## src/include/pmbcr_regs.svh

```systemverilog
// Contract
// - On/off command at 01h, volatile byte, default 00h, not the enable source unless on/off config bit 3 is set.
// - On/off config at 02h, default 16h, storable; combines control pin and command.
// - Write to 03h clears all fault status; nothing to read back.
// - Write protection at 10h, default 00h allows all writes, storable.
// - Writes to 11h or 15h save storable settings to nonvolatile memory.
// - Writes to 12h or 16h reload storable settings from nonvolatile memory.
// - Code 19h is read-only and returns B0h.
// - Code 1Bh masks status bits from alert; default masks power good only.
// - Code 20h is read-only and returns 17h, exponent 2^-9.
// - Ceiling at 24h limits any output setpoint above it.
// - Restored ceiling is 034Dh, 069Ah or 0C00h for ratio 1, 0.5, 0.25.
// - Floor at 2Bh raises any output setpoint below it; with the limits crossed, a setpoint above the ceiling gets the ceiling instead.
// - Restored floor is 00B3h, 0166h or 02CCh for ratio 1, 0.5, 0.25.
// - Slew rate at 27h, default D03Ch, volatile.
// - Sense scaling ratio at 29h, default F004h, storable.
// - Input start threshold at 35h, default F012h, storable.
// - Input stop threshold at 36h, default F010h, storable.
// - Multi-byte data low byte first; bits within a byte MSB first.
// - Error check byte used only when the host clocks it before stop.
`ifndef PMBCR_REGS_SVH
`define PMBCR_REGS_SVH

`define PMBCR_CMD_OP        8'h01
`define PMBCR_CMD_ONOFF     8'h02
`define PMBCR_CMD_CLR       8'h03
`define PMBCR_CMD_WP        8'h10
`define PMBCR_CMD_STORE_D   8'h11
`define PMBCR_CMD_RESTORE_D 8'h12
`define PMBCR_CMD_STORE_U   8'h15
`define PMBCR_CMD_RESTORE_U 8'h16
`define PMBCR_CMD_CAP       8'h19
`define PMBCR_CMD_MASK      8'h1b
`define PMBCR_CMD_MODE      8'h20
`define PMBCR_CMD_VCMD      8'h21
`define PMBCR_CMD_VMAX      8'h24
`define PMBCR_CMD_RATE      8'h27
`define PMBCR_CMD_SCALE     8'h29
`define PMBCR_CMD_VMIN      8'h2b
`define PMBCR_CMD_INPUT_START_THRESHOLD    8'h35
`define PMBCR_CMD_INPUT_STOP_THRESHOLD   8'h36

`define PMBCR_OP_RST        8'h00
`define PMBCR_ONOFF_RST     8'h16
`define PMBCR_WP_RST        8'h00
`define PMBCR_CAP_VAL       8'hb0
`define PMBCR_MASK_RST      8'h08
`define PMBCR_MODE_VAL      8'h17
`define PMBCR_VCMD_RST      16'h0100
`define PMBCR_VMAX_S1       16'h034d
`define PMBCR_VMAX_S05      16'h069a
`define PMBCR_VMAX_S025     16'h0c00
`define PMBCR_VMIN_S1       16'h00b3
`define PMBCR_VMIN_S05      16'h0166
`define PMBCR_VMIN_S025     16'h02cc
`define PMBCR_RATE_RST      16'hd03c
`define PMBCR_SCALE_S1      16'hf004
`define PMBCR_SCALE_S05     16'hf002
`define PMBCR_SCALE_S025    16'hf001
`define PMBCR_INPUT_START_THRESHOLD_RST    16'hf012
`define PMBCR_INPUT_STOP_THRESHOLD_RST   16'hf010

`define PMBCR_WP_NONE       8'h80
`define PMBCR_WP_OPONLY     8'h40
`define PMBCR_WP_CFG        8'h20

`define PMBCR_OP_ON_BIT     7
`define PMBCR_CFG_PU_BIT    4
`define PMBCR_CFG_CMD_BIT   3
`define PMBCR_CFG_CP_BIT    2
`define PMBCR_CFG_POL_BIT   1

`define PMBCR_CRC_POLY      8'h07

`endif

```

## src/include/pmbcr_pkg.sv

```systemverilog
package pmbcr_pkg;
	typedef enum logic [1:0] {
		PMBCR_IDLE,
		PMBCR_RX,
		PMBCR_TX,
		PMBCR_SKIP
	} pmbcr_state_t;

	// Data length of a command: none, byte, word, or unsupported
	typedef enum logic [1:0] {
		PMBCR_LEN_SEND,
		PMBCR_LEN_BYTE,
		PMBCR_LEN_WORD,
		PMBCR_LEN_BAD
	} pmbcr_len_t;
endpackage : pmbcr_pkg

```

## src/rtl/pmbcr_top.sv

```systemverilog
`timescale 1ns/10ps
`include "pmbcr_regs.svh"
module pmbcr_top #(
	parameter logic [6:0] DEV_ADDR = 7'h20
) (
	input  wire logic        ref_clk,
	input  wire logic        rst_b,
	input  wire logic        scl_in,
	input  wire logic        sda_in,
	output logic             sda_out_q,
	output logic             sda_oe_b_q,
	input  wire logic        power_control_pin,
	output logic             conv_enable_q,
	output logic [15:0]      vout_target_q,
	output logic [15:0]      slew_rate_q,
	output logic [15:0]      scale_q,
	output logic [15:0]      input_start_threshold_q,
	output logic [15:0]      input_stop_threshold_q,
	output logic [7:0]       alert_mask_q,
	output logic             fault_clear_q
);

	// Check byte runs over every byte of a transfer, addresses included,
	// so a repeated start must not restart it
	function automatic logic [7:0] crc8(input logic [7:0] c, input logic [7:0] b);
		logic [7:0] r;
		r = c ^ b;
		for (int i = 0; i < 8; i++) begin
			r = r[7] ? ((r << 1) ^ `PMBCR_CRC_POLY) : (r << 1);
		end
		return r;
	endfunction : crc8

	// Length class of each command; the bad class gates both reads and writes,
	// so a code missing here can never reach a register
	function automatic pmbcr_pkg::pmbcr_len_t cmd_len(input logic [7:0] c);
		case (c)
			`PMBCR_CMD_CLR, `PMBCR_CMD_STORE_D, `PMBCR_CMD_RESTORE_D,
			`PMBCR_CMD_STORE_U, `PMBCR_CMD_RESTORE_U: return pmbcr_pkg::PMBCR_LEN_SEND;
			`PMBCR_CMD_OP, `PMBCR_CMD_ONOFF, `PMBCR_CMD_WP, `PMBCR_CMD_CAP,
			`PMBCR_CMD_MASK, `PMBCR_CMD_MODE: return pmbcr_pkg::PMBCR_LEN_BYTE;
			`PMBCR_CMD_VCMD, `PMBCR_CMD_VMAX, `PMBCR_CMD_RATE, `PMBCR_CMD_SCALE,
			`PMBCR_CMD_VMIN, `PMBCR_CMD_INPUT_START_THRESHOLD,
			`PMBCR_CMD_INPUT_STOP_THRESHOLD: return pmbcr_pkg::PMBCR_LEN_WORD;
			default: return pmbcr_pkg::PMBCR_LEN_BAD;
		endcase
	endfunction : cmd_len

	// Ceiling is tested first, so it wins for a setpoint above it if the host leaves the limits crossed;
	// a setpoint at or below the ceiling then gets the floor, which lies above it
	function automatic logic [15:0] clamp(input logic [15:0] v, input logic [15:0] lo,
			input logic [15:0] hi);
		if (v > hi)
			return hi;
		else if (v < lo)
			return lo;
		return v;
	endfunction : clamp

	// Restored limits follow the scaling ratio; an unlisted ratio falls back
	// to the ratio-1 limits, the narrowest window
	function automatic logic [15:0] vmax_for(input logic [15:0] s);
		case (s)
			`PMBCR_SCALE_S05: return `PMBCR_VMAX_S05;
			`PMBCR_SCALE_S025: return `PMBCR_VMAX_S025;
			default: return `PMBCR_VMAX_S1;
		endcase
	endfunction : vmax_for

	function automatic logic [15:0] vmin_for(input logic [15:0] s);
		case (s)
			`PMBCR_SCALE_S05: return `PMBCR_VMIN_S05;
			`PMBCR_SCALE_S025: return `PMBCR_VMIN_S025;
			default: return `PMBCR_VMIN_S1;
		endcase
	endfunction : vmin_for

	// Pin samples and one-cycle-old copies for edge detection
	logic                    scl_q;
	logic                    sda_q;
	logic                    scl_p_q;
	logic                    sda_p_q;
	pmbcr_pkg::pmbcr_state_t state_q;
	logic [3:0]              cnt_q;
	logic [1:0]              idx_q;
	logic [7:0]              sh_q;
	logic [7:0]              cmd_q;
	logic                    rd_q;
	logic [1:0]              wcnt_q;
	logic [7:0]              wbuf_q [3];
	logic [7:0]              crc_q;
	logic [7:0]              tx_sh_q;
	logic [1:0]              txi_q;
	logic                    nack_q;
	logic                    exec_q;

	// Shadow copies stand in for nonvolatile storage; reset loads the defaults
	// into them, as nothing survives a power cycle here
	logic [7:0]              op_q;
	logic [7:0]              onoff_q;
	logic [7:0]              wp_q;
	logic [15:0]             vcmd_q;
	logic [15:0]             vmax_q;
	logic [15:0]             vmin_q;
	logic [7:0]              nvm_onoff_q;
	logic [7:0]              nvm_wp_q;
	logic [7:0]              nvm_mask_q;
	logic [15:0]             nvm_vcmd_q;
	logic [15:0]             nvm_scale_q;
	logic [15:0]             nvm_input_start_threshold_q;
	logic [15:0]             nvm_input_stop_threshold_q;

	wire                     scl_rise_w;
	wire                     scl_fall_w;
	wire                     start_w;
	wire                     stop_w;
	wire                     addr_hit_w;
	pmbcr_pkg::pmbcr_len_t   sh_len_w;
	pmbcr_pkg::pmbcr_len_t   clen_w;
	wire                     rd_ok_w;
	wire                     wr_done_w;
	wire                     wr_allow_w;
	wire [15:0]              wdata_w;
	wire [7:0]               tx_byte_w;
	wire                     pin_on_w;
	logic [15:0]             rd_w;

	assign scl_rise_w = scl_q & ~scl_p_q;
	assign scl_fall_w = ~scl_q & scl_p_q;
	assign start_w    = scl_q & scl_p_q & sda_p_q & ~sda_q;
	assign stop_w     = scl_q & scl_p_q & ~sda_p_q & sda_q;
	assign addr_hit_w = sh_q[7:1] == DEV_ADDR;
	assign sh_len_w   = cmd_len(sh_q);
	assign clen_w     = cmd_len(cmd_q);
	assign wdata_w    = {wbuf_q[1], wbuf_q[0]};
	// Write-only and unknown codes have nothing to return, so a read is refused
	assign rd_ok_w    = (clen_w != pmbcr_pkg::PMBCR_LEN_SEND)
		&& (clen_w != pmbcr_pkg::PMBCR_LEN_BAD);
	// Exact length, or one extra byte that must fold the check sum to zero
	assign wr_done_w  = !rd_q && (idx_q == 2'd2) && (clen_w != pmbcr_pkg::PMBCR_LEN_BAD)
		&& ((wcnt_q == clen_w) || ((wcnt_q == 2'(clen_w + 2'd1)) && (crc_q == 8'h00)));
	// Protection register stays writable, otherwise a lock could never be undone
	assign wr_allow_w = (cmd_q == `PMBCR_CMD_WP) || (wp_q == `PMBCR_WP_RST)
		|| ((wp_q == `PMBCR_WP_OPONLY) && (cmd_q == `PMBCR_CMD_OP))
		|| ((wp_q == `PMBCR_WP_CFG) && ((cmd_q == `PMBCR_CMD_OP)
		|| (cmd_q == `PMBCR_CMD_ONOFF) || (cmd_q == `PMBCR_CMD_VCMD)));
	// Word data low byte first, then the check byte, then idle ones
	assign tx_byte_w  = (txi_q == 2'd0) ? rd_w[7:0]
		: ((txi_q == 2'd1) && (clen_w == pmbcr_pkg::PMBCR_LEN_WORD)) ? rd_w[15:8]
		: (txi_q == clen_w) ? crc_q : 8'hff;
	// Polarity bit set means the control pin is active high
	assign pin_on_w   = power_control_pin == onoff_q[`PMBCR_CFG_POL_BIT];

	// Read selection; codes with no readable value return all ones,
	// which is also what an idle line would show
	always_comb begin
		case (cmd_q)
			`PMBCR_CMD_OP: rd_w = {8'h00, op_q};
			`PMBCR_CMD_ONOFF: rd_w = {8'h00, onoff_q};
			`PMBCR_CMD_WP: rd_w = {8'h00, wp_q};
			`PMBCR_CMD_CAP: rd_w = {8'h00, `PMBCR_CAP_VAL};
			`PMBCR_CMD_MASK: rd_w = {8'h00, alert_mask_q};
			`PMBCR_CMD_MODE: rd_w = {8'h00, `PMBCR_MODE_VAL};
			`PMBCR_CMD_VCMD: rd_w = vcmd_q;
			`PMBCR_CMD_VMAX: rd_w = vmax_q;
			`PMBCR_CMD_RATE: rd_w = slew_rate_q;
			`PMBCR_CMD_SCALE: rd_w = scale_q;
			`PMBCR_CMD_VMIN: rd_w = vmin_q;
			`PMBCR_CMD_INPUT_START_THRESHOLD: rd_w = input_start_threshold_q;
			`PMBCR_CMD_INPUT_STOP_THRESHOLD: rd_w = input_stop_threshold_q;
			default: rd_w = 16'hffff;
		endcase
	end

	always_ff @(posedge ref_clk or negedge rst_b) begin
		if (!rst_b) begin
			scl_q   <= 1'b1;
			sda_q   <= 1'b1;
			scl_p_q <= 1'b1;
			sda_p_q <= 1'b1;
		end else begin
			scl_q   <= scl_in;
			sda_q   <= sda_in;
			scl_p_q <= scl_q;
			sda_p_q <= sda_q;
		end
	end

	// Bus engine; the line only changes after a falling clock edge is seen
	always_ff @(posedge ref_clk or negedge rst_b) begin
		if (!rst_b) begin
			state_q    <= pmbcr_pkg::PMBCR_IDLE;
			cnt_q      <= 4'h0;
			idx_q      <= 2'd0;
			sh_q       <= 8'h00;
			cmd_q      <= 8'h00;
			rd_q       <= 1'b0;
			wcnt_q     <= 2'd0;
			wbuf_q     <= '{default: 8'h00};
			crc_q      <= 8'h00;
			tx_sh_q    <= 8'h00;
			txi_q      <= 2'd0;
			nack_q     <= 1'b0;
			exec_q     <= 1'b0;
			sda_out_q  <= 1'b0;
			sda_oe_b_q <= 1'b1;
		end else begin
			exec_q    <= 1'b0;
			sda_out_q <= 1'b0;
			if (stop_w) begin
				exec_q     <= (state_q != pmbcr_pkg::PMBCR_IDLE) && wr_done_w;
				state_q    <= pmbcr_pkg::PMBCR_IDLE;
				sda_oe_b_q <= 1'b1;
			end else if (start_w) begin
				// A repeated start keeps the check sum running
				if (state_q == pmbcr_pkg::PMBCR_IDLE)
					crc_q <= 8'h00;
				state_q    <= pmbcr_pkg::PMBCR_RX;
				cnt_q      <= 4'h0;
				idx_q      <= 2'd0;
				rd_q       <= 1'b0;
				sda_oe_b_q <= 1'b1;
			end else if (scl_rise_w && (state_q != pmbcr_pkg::PMBCR_IDLE)) begin
				if (cnt_q < 4'd8)
					sh_q <= {sh_q[6:0], sda_q};
				if ((cnt_q == 4'd8) && (state_q == pmbcr_pkg::PMBCR_TX))
					nack_q <= sda_q;
				cnt_q <= cnt_q + 4'd1;
			end else if (scl_fall_w && (state_q == pmbcr_pkg::PMBCR_RX) && (cnt_q == 4'd8)) begin
				sda_oe_b_q <= 1'b1;
				case (idx_q)
					2'd0: begin
						crc_q <= crc8(crc_q, sh_q);
						rd_q  <= sh_q[0];
						idx_q <= 2'd1;
						txi_q <= 2'd0;
						nack_q <= 1'b0;
						if (addr_hit_w && (!sh_q[0] || rd_ok_w)) begin
							sda_oe_b_q <= 1'b0;
							if (sh_q[0])
								state_q <= pmbcr_pkg::PMBCR_TX;
						end else begin
							state_q <= pmbcr_pkg::PMBCR_SKIP;
						end
					end
					// Command byte; an unknown code is nacked here so nothing lands
					2'd1: begin
						cmd_q  <= sh_q;
						wcnt_q <= 2'd0;
						idx_q  <= 2'd2;
						if (sh_len_w != pmbcr_pkg::PMBCR_LEN_BAD) begin
							crc_q      <= crc8(crc_q, sh_q);
							sda_oe_b_q <= 1'b0;
						end else begin
							state_q <= pmbcr_pkg::PMBCR_SKIP;
						end
					end
					// Data bytes; a fourth is nacked, as no command carries that many
					default: begin
						if (wcnt_q != 2'd3) begin
							wbuf_q[wcnt_q] <= sh_q;
							wcnt_q         <= wcnt_q + 2'd1;
							crc_q          <= crc8(crc_q, sh_q);
							sda_oe_b_q     <= 1'b0;
						end else begin
							state_q <= pmbcr_pkg::PMBCR_SKIP;
						end
					end
				endcase
			end else if (scl_fall_w && (state_q == pmbcr_pkg::PMBCR_TX)) begin
				// Ninth falling edge: load the next byte unless the host declined
				if (cnt_q == 4'd9) begin
					cnt_q <= 4'h0;
					if (nack_q) begin
						// Host declined more data; wait for its stop
						state_q    <= pmbcr_pkg::PMBCR_SKIP;
						sda_oe_b_q <= 1'b1;
					end else begin
						tx_sh_q    <= {tx_byte_w[6:0], 1'b0};
						sda_oe_b_q <= tx_byte_w[7];
						crc_q      <= crc8(crc_q, tx_byte_w);
						txi_q      <= (txi_q == 2'd3) ? txi_q : txi_q + 2'd1;
					end
				end else if (cnt_q == 4'd8) begin
					sda_oe_b_q <= 1'b1;
				end else begin
					tx_sh_q    <= {tx_sh_q[6:0], 1'b0};
					sda_oe_b_q <= tx_sh_q[7];
				end
			end else if (scl_fall_w && (cnt_q == 4'd9)) begin
				cnt_q      <= 4'h0;
				sda_oe_b_q <= 1'b1;
			end
		end
	end

	// Settings; a committed write lands two cycles after the stop is decoded
	always_ff @(posedge ref_clk or negedge rst_b) begin
		if (!rst_b) begin
			op_q          <= `PMBCR_OP_RST;
			onoff_q       <= `PMBCR_ONOFF_RST;
			wp_q          <= `PMBCR_WP_RST;
			alert_mask_q  <= `PMBCR_MASK_RST;
			vcmd_q        <= `PMBCR_VCMD_RST;
			vmax_q        <= `PMBCR_VMAX_S1;
			vmin_q        <= `PMBCR_VMIN_S1;
			slew_rate_q   <= `PMBCR_RATE_RST;
			scale_q       <= `PMBCR_SCALE_S1;
			input_start_threshold_q      <= `PMBCR_INPUT_START_THRESHOLD_RST;
			input_stop_threshold_q     <= `PMBCR_INPUT_STOP_THRESHOLD_RST;
			nvm_onoff_q   <= `PMBCR_ONOFF_RST;
			nvm_wp_q      <= `PMBCR_WP_RST;
			nvm_mask_q    <= `PMBCR_MASK_RST;
			nvm_vcmd_q    <= `PMBCR_VCMD_RST;
			nvm_scale_q   <= `PMBCR_SCALE_S1;
			nvm_input_start_threshold_q  <= `PMBCR_INPUT_START_THRESHOLD_RST;
			nvm_input_stop_threshold_q <= `PMBCR_INPUT_STOP_THRESHOLD_RST;
			fault_clear_q <= 1'b0;
		end else begin
			// Blocked writes are still acked on the bus; protection only stops
			// the commit, so the host must read back to see the effect
			fault_clear_q <= exec_q && wr_allow_w && (cmd_q == `PMBCR_CMD_CLR);
			if (exec_q && wr_allow_w) begin
				case (cmd_q)
					`PMBCR_CMD_OP: op_q <= wbuf_q[0];
					`PMBCR_CMD_ONOFF: onoff_q <= wbuf_q[0];
					`PMBCR_CMD_WP: wp_q <= wbuf_q[0];
					`PMBCR_CMD_MASK: alert_mask_q <= wbuf_q[0];
					`PMBCR_CMD_VCMD: vcmd_q <= clamp(wdata_w, vmin_q, vmax_q);
					`PMBCR_CMD_VMAX: vmax_q <= wdata_w;
					`PMBCR_CMD_RATE: slew_rate_q <= wdata_w;
					`PMBCR_CMD_SCALE: scale_q <= wdata_w;
					`PMBCR_CMD_VMIN: vmin_q <= wdata_w;
					`PMBCR_CMD_INPUT_START_THRESHOLD: input_start_threshold_q <= wdata_w;
					`PMBCR_CMD_INPUT_STOP_THRESHOLD: input_stop_threshold_q <= wdata_w;
					`PMBCR_CMD_STORE_D, `PMBCR_CMD_STORE_U: begin
						nvm_onoff_q   <= onoff_q;
						nvm_wp_q      <= wp_q;
						nvm_mask_q    <= alert_mask_q;
						nvm_vcmd_q    <= vcmd_q;
						nvm_scale_q   <= scale_q;
						nvm_input_start_threshold_q  <= input_start_threshold_q;
						nvm_input_stop_threshold_q <= input_stop_threshold_q;
					end
					`PMBCR_CMD_RESTORE_D, `PMBCR_CMD_RESTORE_U: begin
						onoff_q      <= nvm_onoff_q;
						wp_q         <= nvm_wp_q;
						alert_mask_q <= nvm_mask_q;
						vcmd_q       <= nvm_vcmd_q;
						scale_q      <= nvm_scale_q;
						input_start_threshold_q     <= nvm_input_start_threshold_q;
						input_stop_threshold_q    <= nvm_input_stop_threshold_q;
						vmax_q       <= vmax_for(nvm_scale_q);
						vmin_q       <= vmin_for(nvm_scale_q);
					end
					default: op_q <= op_q;
				endcase
			end
		end
	end

	// Limits are re-applied continuously, so a later ceiling or floor write also bites
	always_ff @(posedge ref_clk or negedge rst_b) begin
		if (!rst_b) begin
			conv_enable_q <= 1'b0;
			vout_target_q <= `PMBCR_VCMD_RST;
		end else begin
			conv_enable_q <= !onoff_q[`PMBCR_CFG_PU_BIT]
				|| ((!onoff_q[`PMBCR_CFG_CMD_BIT] || op_q[`PMBCR_OP_ON_BIT])
				&& (!onoff_q[`PMBCR_CFG_CP_BIT] || pin_on_w));
			vout_target_q <= clamp(vcmd_q, vmin_q, vmax_q);
		end
	end

endmodule : pmbcr_top

```

## config.mk

```make
export PLATFORM = sky130hd
export DESIGN_NAME = pmbcr_top
export DESIGN_NICKNAME = d
export VERILOG_FILES = /design/src/include/pmbcr_pkg.sv /design/src/rtl/pmbcr_top.sv
export VERILOG_INCLUDE_DIRS = /design/src /design/src/include
export SDC_FILE = /design/constraint.sdc
export NUM_CORES = 1
export LEC_CHECK = 0
export BUFFER_PORTS_ARGS = -buffer_cell sky130_fd_sc_hd__buf_2
export CAP_MARGIN = 0
export CELL_PAD_IN_SITES_DETAIL_PLACEMENT = 0
export CELL_PAD_IN_SITES_GLOBAL_PLACEMENT = 1
export CORE_UTILIZATION = 45
export DETAILED_ROUTE_END_ITERATION = 10
export GPL_TIMING_DRIVEN = 0
export PLACE_DENSITY_LB_ADDON = 0.08
export SYNTH_ARGS = -nofsm -noshare
export SYNTH_HDL_FRONTEND = slang
export SYNTH_SLANG_ARGS = --single-unit
```

## constraint.sdc

```tcl
create_clock -name ref_clk -period 9.8 [get_ports ref_clk]
set_clock_uncertainty 0.1 [all_clocks]
set_input_delay 0.98 -clock ref_clk [delete_from_list [all_inputs] [get_ports ref_clk]]
set_output_delay 0.98 -clock ref_clk [all_outputs]
set_load 0.02 [all_outputs]
```

### Word level (Yosys, flattened, before mapping)

Memory sizes are Yosys's and may differ from the RTL's.
Index checks and enable logic that the tools add are counted.

* register bits after elaboration: 326
* ROM bits: 256
* output and inout port bits: 92
* memories: 2

Memories
* (name not given): depth 64, width 2, read ports 1, clocked after memory_dff 0, write ports 0, RTL line pmbcr_top.sv:37 `case (c)`
* (name not given): depth 64, width 2, read ports 1, clocked after memory_dff 0, write ports 0, RTL line pmbcr_top.sv:37

* add/subtract/negate cells: 4
* $lt $le $gt $ge: 7
* equality and inequality tests: 56
* multiplexer cells: 113
* bitwise logic cells: 36
* reductions and logical operators: 96

Operator list (number)
* 16-bit case mux with 13 select lines: 1
* 16-bit case mux with 2 select lines: 6
* 8-bit two-way mux: 16
* 16-bit two-way mux: 6
* 8-bit by 6-bit == test with 1-bit output (second input constant): 9
* 8-bit case mux with 2 select lines: 4
* 8-bit by 5-bit == test with 1-bit output (second input constant): 7
* 3-bit two-way mux: 16
* 3-bit inverter: 16
* 2-bit two-way mux: 23
* 2-bit nonzero test: 18
* 16-bit == test (second input constant): 2
* 16-bit greater-than comparator: 2
* 16-bit < comparator: 2
* 1-bit two-way mux: 27
* 2-bit AND reduction: 13
* 24-bit bitwise mux: 1
* 4-bit two-way mux: 6
* 12-bit case mux with 2 select lines: 1
* 1-bit logical AND: 20
* 10-bit case mux with 2 select lines: 1
* 8-bit demux with 2-bit select: 1
* 8-bit by 2-bit == test with 1-bit output (second input constant): 2
* 8-bit logical NOT: 2
* 41 further kinds: 110

### Depth between registers and ports, before layout

* word-level depth: 29
* mapped depth: 18
* gate-level depth less buffers: 17

### Worst setup path after synthesis

No wires, ideal clock.

* path kind: reg2reg
* start: register cmd_q[0]
* end: register crc_q[2]
* library setup time: 142 ps
* arrival: 3748 ps
* required time: 9558 ps
* path slack: 5809 ps
* stages on the path, launching flop included: 18
* path buffers: 1
* period minus slack after synthesis: 3991 ps
* cells stage by stage: dfrtp_1 -> inv_1 -> ha_1 -> nand2b_1 -> and3_1 -> o31ai_2 -> ha_1 -> and2_1 -> buf_1 -> nand2_1 -> nor4_1 -> a22oi_1 -> or3_1 -> and2_1 -> o211ai_1 -> xor2_1 -> xnor2_1 -> o221ai_1

* word-level cells in the longest chain between the ends: 18
* elaborated cells between the ends (all ways): 38
* those cells by class: 15 x eq/ne; 16 x mux; 5 x bitwise; 1 x reduce/logical; 1 x memory

Ends and longest elaborated chain
* start: declaration: RTL line pmbcr_top.sv:87 `logic [7:0] cmd_q;`
* start signal: assignment: RTL line pmbcr_top.sv:248 `cmd_q <= sh_q;`
* memory 64 x 2 bit
* 2-bit two-way mux: RTL line pmbcr_top.sv:37
* 2-bit == test (on tied branches): RTL line pmbcr_top.sv:150, pmbcr_top.sv:149
* 8-bit two-way mux or 1-bit logical AND (tied branches): RTL line pmbcr_top.sv:150, pmbcr_top.sv:149
* 8-bit two-way mux: RTL line pmbcr_top.sv:149 `: ((txi_q == 2'd1) && (clen_w == pmbcr_pkg::PMBCR_LEN_WORD)) ? rd_w[15:8]`
* 8-bit two-way mux *: RTL line pmbcr_top.sv:148 `assign tx_byte_w = (txi_q == 2'd0) ? rd_w[7:0]`
* 8-bit XOR *: RTL line pmbcr_top.sv:27 `r = c ^ b;`
* 3-bit two-way mux or 3-bit inverter (tied branches)
* [... 2 more ...]
* 3-bit inverter (no line) or 3-bit two-way mux (tied branches)
* 3-bit two-way mux *: RTL line pmbcr_top.sv:29 `` r = r[7] ? ((r << 1) ^ `PMBCR_CRC_POLY) : (r << 1); ``
* 8-bit two-way mux *: RTL line pmbcr_top.sv:274 `if (nack_q) begin`
* 8-bit two-way mux *: RTL line pmbcr_top.sv:272 `if (cnt_q == 4'd9) begin`
* 8-bit two-way mux *: RTL line pmbcr_top.sv:270 `end else if (scl_fall_w && (state_q == pmbcr_pkg::PMBCR_TX)) begin`
* 8-bit two-way mux *: RTL line pmbcr_top.sv:229 `end else if (scl_fall_w && (state_q == pmbcr_pkg::PMBCR_RX) && (cnt_q == 4'd8)) begin`
* 8-bit two-way mux *: RTL line pmbcr_top.sv:223 `end else if (scl_rise_w && (state_q != pmbcr_pkg::PMBCR_IDLE)) begin`
* 8-bit two-way mux *: RTL line pmbcr_top.sv:214 `end else if (start_w) begin`
* end signal: assignment: RTL line pmbcr_top.sv:233 `crc_q <= crc8(crc_q, sh_q);`
* end signal: assignment: RTL line pmbcr_top.sv:263 `crc_q <= crc8(crc_q, sh_q);`
* end signal: assignment: RTL line pmbcr_top.sv:281 `crc_q <= crc8(crc_q, tx_byte_w);`
* end: declaration: RTL line pmbcr_top.sv:91 `logic [7:0] crc_q;`

Every way passes the cells marked *; elsewhere a longest branch is shown, timed or not. The select of a mux whose other input is x is not followed.
A chain may end at the register's enable or synchronous reset.

### Worst setup path after layout

Ends and elaborated chain as after synthesis.

==> out/summary.txt <==
per-cell routed wire length = 25.6 µm
Tmin final = 5.98 ns
global router's overall resource usage = 32.3%
DRC errors left = 0
period utilisation layout = 61.0%
critical path class = reg2reg
share of cells above drive strength 1 = 20.4%
remaining antenna violation count = 0
GRT overflow = 0
syn_nets = 1857
CP endpoint kind = flop
Seq/Total Area, Yosys = 45.6%
area grow syn2layout = 13.9%
met3 usage = 4.96%
FILL cells = 3657
cts hold-fix bufs = 0
critical path arrival = 6.28 ns
core area = 38600 µm²
TritonCTS clock tree = yes
placed insts = 2384
MaxCap Viol Count = 0
setup TNS = 0 ns
static leakage = 0.00891 µW
DR vias = 14800
CTS HTree Levels = 2
R2R depth = 18
width of the die = 200 µm
Layout Cells excl Fill = 2454
Max transition margin = 21.8%
antenna violations before repair = 1
die height = 200 µm
Clock Path Buffers = 3
Achievable Freq = 167 MHz
first-pass GRT wire length = 94.0 mm
final hold vios = 0
Netlist cell types = 84
DP Wirelength = 46.9 mm
Initial Utilization = 45.6%
PortBufs = 95
Antenna diodes = 0
Min-Delay Path Class = reg2reg
largest fanout on the critical path = 9
Async SR Flop Fraction = 100%
GRT busiest layer = met2
# IOs = 97
drt initial violations = 1219
vias in the first global route = 14500
Netlist Area Pre-Place = 17600 µm²
Clock Sinks = 317
Pins Over Slew Limit = 0
Synth Instances = 1769
Clk pin slew, worst setup/hold paths = 0.06 ns
commonest non-fill, non-tap cell in the layout = dfrtp_1
FF/Latch Area = 8020 µm²
Worst-Margin Slew = 1.16 ns
Final nets = 1994
Hold Crit Depth = 0
unrepaired setup endpoints after global routing = no
GR Util met1 = 44.8%
footprint of the multi-input gates = 8880 µm²
largest net degree at the start of global routing = 117
DR pass1 iterations = 5
DIE AREA = 39900 µm²
root buf cell = clkbuf_16
Worst VDD drop = 0.134 mV
final WL = 62.8 mm
FP Rows = 72
worst slack, placed = 3.96 ns
Power Dens Cells = 156 nW/µm²
EDFF count, synth = 0
commonest non-fill, non-tap cells in the layout = 251 x dfrtp_1, 209 x nand2_1, 159 x o21ai_0
post-CTS sizing = 0
Seq cells post-synth = 317
clk_lat worst skew = 0.56 ns
total setup buffers inserted after CTS = 0
Crit path required time = 10.10 ns
result of the run = complete, no violations
critical path launch point type = flop
GP Congestion = 0.977
met2 usage = 50.7%
CTS Buf Count = 38
yosys warns = 0
count of final setup violators = 0
Via density = 6.03
Final WS setup = 3.82 ns
Syn Area/Cell = 9.94 µm²
dominant synthesized flop cell = dfrtp_1
==> worst paths after layout <==
path,endpoint,start,slack (ns)
setup / recovery,crc_q[2],cmd_q[0],3.82
hold / removal,scl_p_q,scl_q,0.29
setup reg to reg,crc_q[2],cmd_q[0],3.82
hold reg to reg,scl_p_q,scl_q,0.29
max in group asynchronous,sh_q[0],rst_b,8.14
min in group asynchronous,input_start_threshold_q[11],rst_b,0.36
==> layout make-up <==
| cell class | count | area share (%) |
|---|---|---|
| Clock buffer | 61 | 5.90 |
| Clock inverter | 9 | 0.393 |
| Buffer | 120 | 2.42 |
| Multi-Input combinational cell | 1277 | 44.3 |
| Timing Repair Buffer | 97 | 2.70 |
| Inverter | 55 | 1.03 |
| Tap cell | 518 | 3.23 |
| Sequential cell | 317 | 40.0 |
==> power breakdown <==
part / total (µW) / internal (µW) / leakage (µW) / switching [µW]
registers: 1360 / 1340 / 0.00417 / 23.3
clock network: 1430 / 854 / 0.000615 / 576
logic: 328 / 127 / 0.00413 / 201
total: 3120 / 2320 / 0.00891 / 800
==> metrics by stage <==
step	hold WS (ns)	power (µW)	util, %	instance area, µm²
after floorplan	0.274	1610	-	17600
after global placement	0.286	1700	48.5	18700
after detailed placement	0.289	1710	48.7	18800
after CTS	0.293	3150	52.0	20000
after global routing	0.296	3230	52.0	20000
final	0.288	3120	52.0	20000
==> routing by layer <==
metal,routed length [µm],vias up
li1,-,6703
met1,27800,7423
met2,28700,556
met3,4160,127
met4,2230,0
met5,0,-
==> Yosys cell counts, types with 11 or more instances <==
| library cell | n | area share, % |
|---|---|---|
| nor2_1 | 53 | 1.1 |
| buf_2 | 12 | 0.34 |
| a22oi_1 | 28 | 1.2 |
| nor3_1 | 41 | 1.2 |
| o221ai_1 | 22 | 1.1 |
| a21oi_1 | 120 | 3.4 |
| nand2b_1 | 15 | 0.53 |
| xnor2_1 | 27 | 1.3 |
| nand3_1 | 15 | 0.43 |
| o21ai_0 | 159 | 4.5 |
| xor2_1 | 14 | 0.70 |
| nand4_1 | 16 | 0.57 |
| nand2_1 | 209 | 4.5 |
| a31oi_1 | 26 | 0.92 |
| nor2b_1 | 17 | 0.60 |
| ha_1 | 83 | 5.9 |
| o21ai_1 | 11 | 0.31 |
| inv_1 | 55 | 1.2 |
| and3_1 | 27 | 0.96 |
| o21a_1 | 11 | 0.47 |
| mux2_2 | 134 | 8.6 |
| dfrtp_1 | 251 | 36 |
| dfstp_2 | 66 | 9.9 |
| nor4_1 | 15 | 0.53 |
| a211oi_1 | 11 | 0.47 |
| mux2i_1 | 50 | 2.8 |
| and2_1 | 14 | 0.50 |
| clkbuf_1 | 98 | 2.1 |
==> cells by family (layout without fill, tap and decap cells) <==
logic type / Yosys count / count (layout) / synth area share, %
AND/OR/NAND/NOR: 491 / 491 / 14.1
other: 1 / 1 / 0.0213
XOR/XNOR: 43 / 43 / 2.33
multiplexers: 184 / 184 / 11.4
adder cells (fa/ha/maj): 83 / 83 / 5.90
AO/OA/AOI/OAI: 475 / 475 / 16.7
buffers and inverters: 175 / 342 / 3.93
flip-flops: 317 / 317 / 45.6
==> critical path, stage by stage (launching register included) <==
cell and delay, ns:
dfrtp_1 0.49, inv_1 0.15, ha_1 0.16, clkbuf_1 0.50, xor2_1 0.19, nor2_1 0.06, o31ai_2 0.51, ha_1 0.24
and2_1 0.12, buf_1 0.43, nand2_1 0.35, a221o_1 0.38, a211oi_1 0.77, o21ai_0 0.32, and2_1 0.22, o211ai_1 0.22
xor2_1 0.30, xnor2_1 0.16, o221ai_1 0.14
Power figures use the tool's default switching activity.
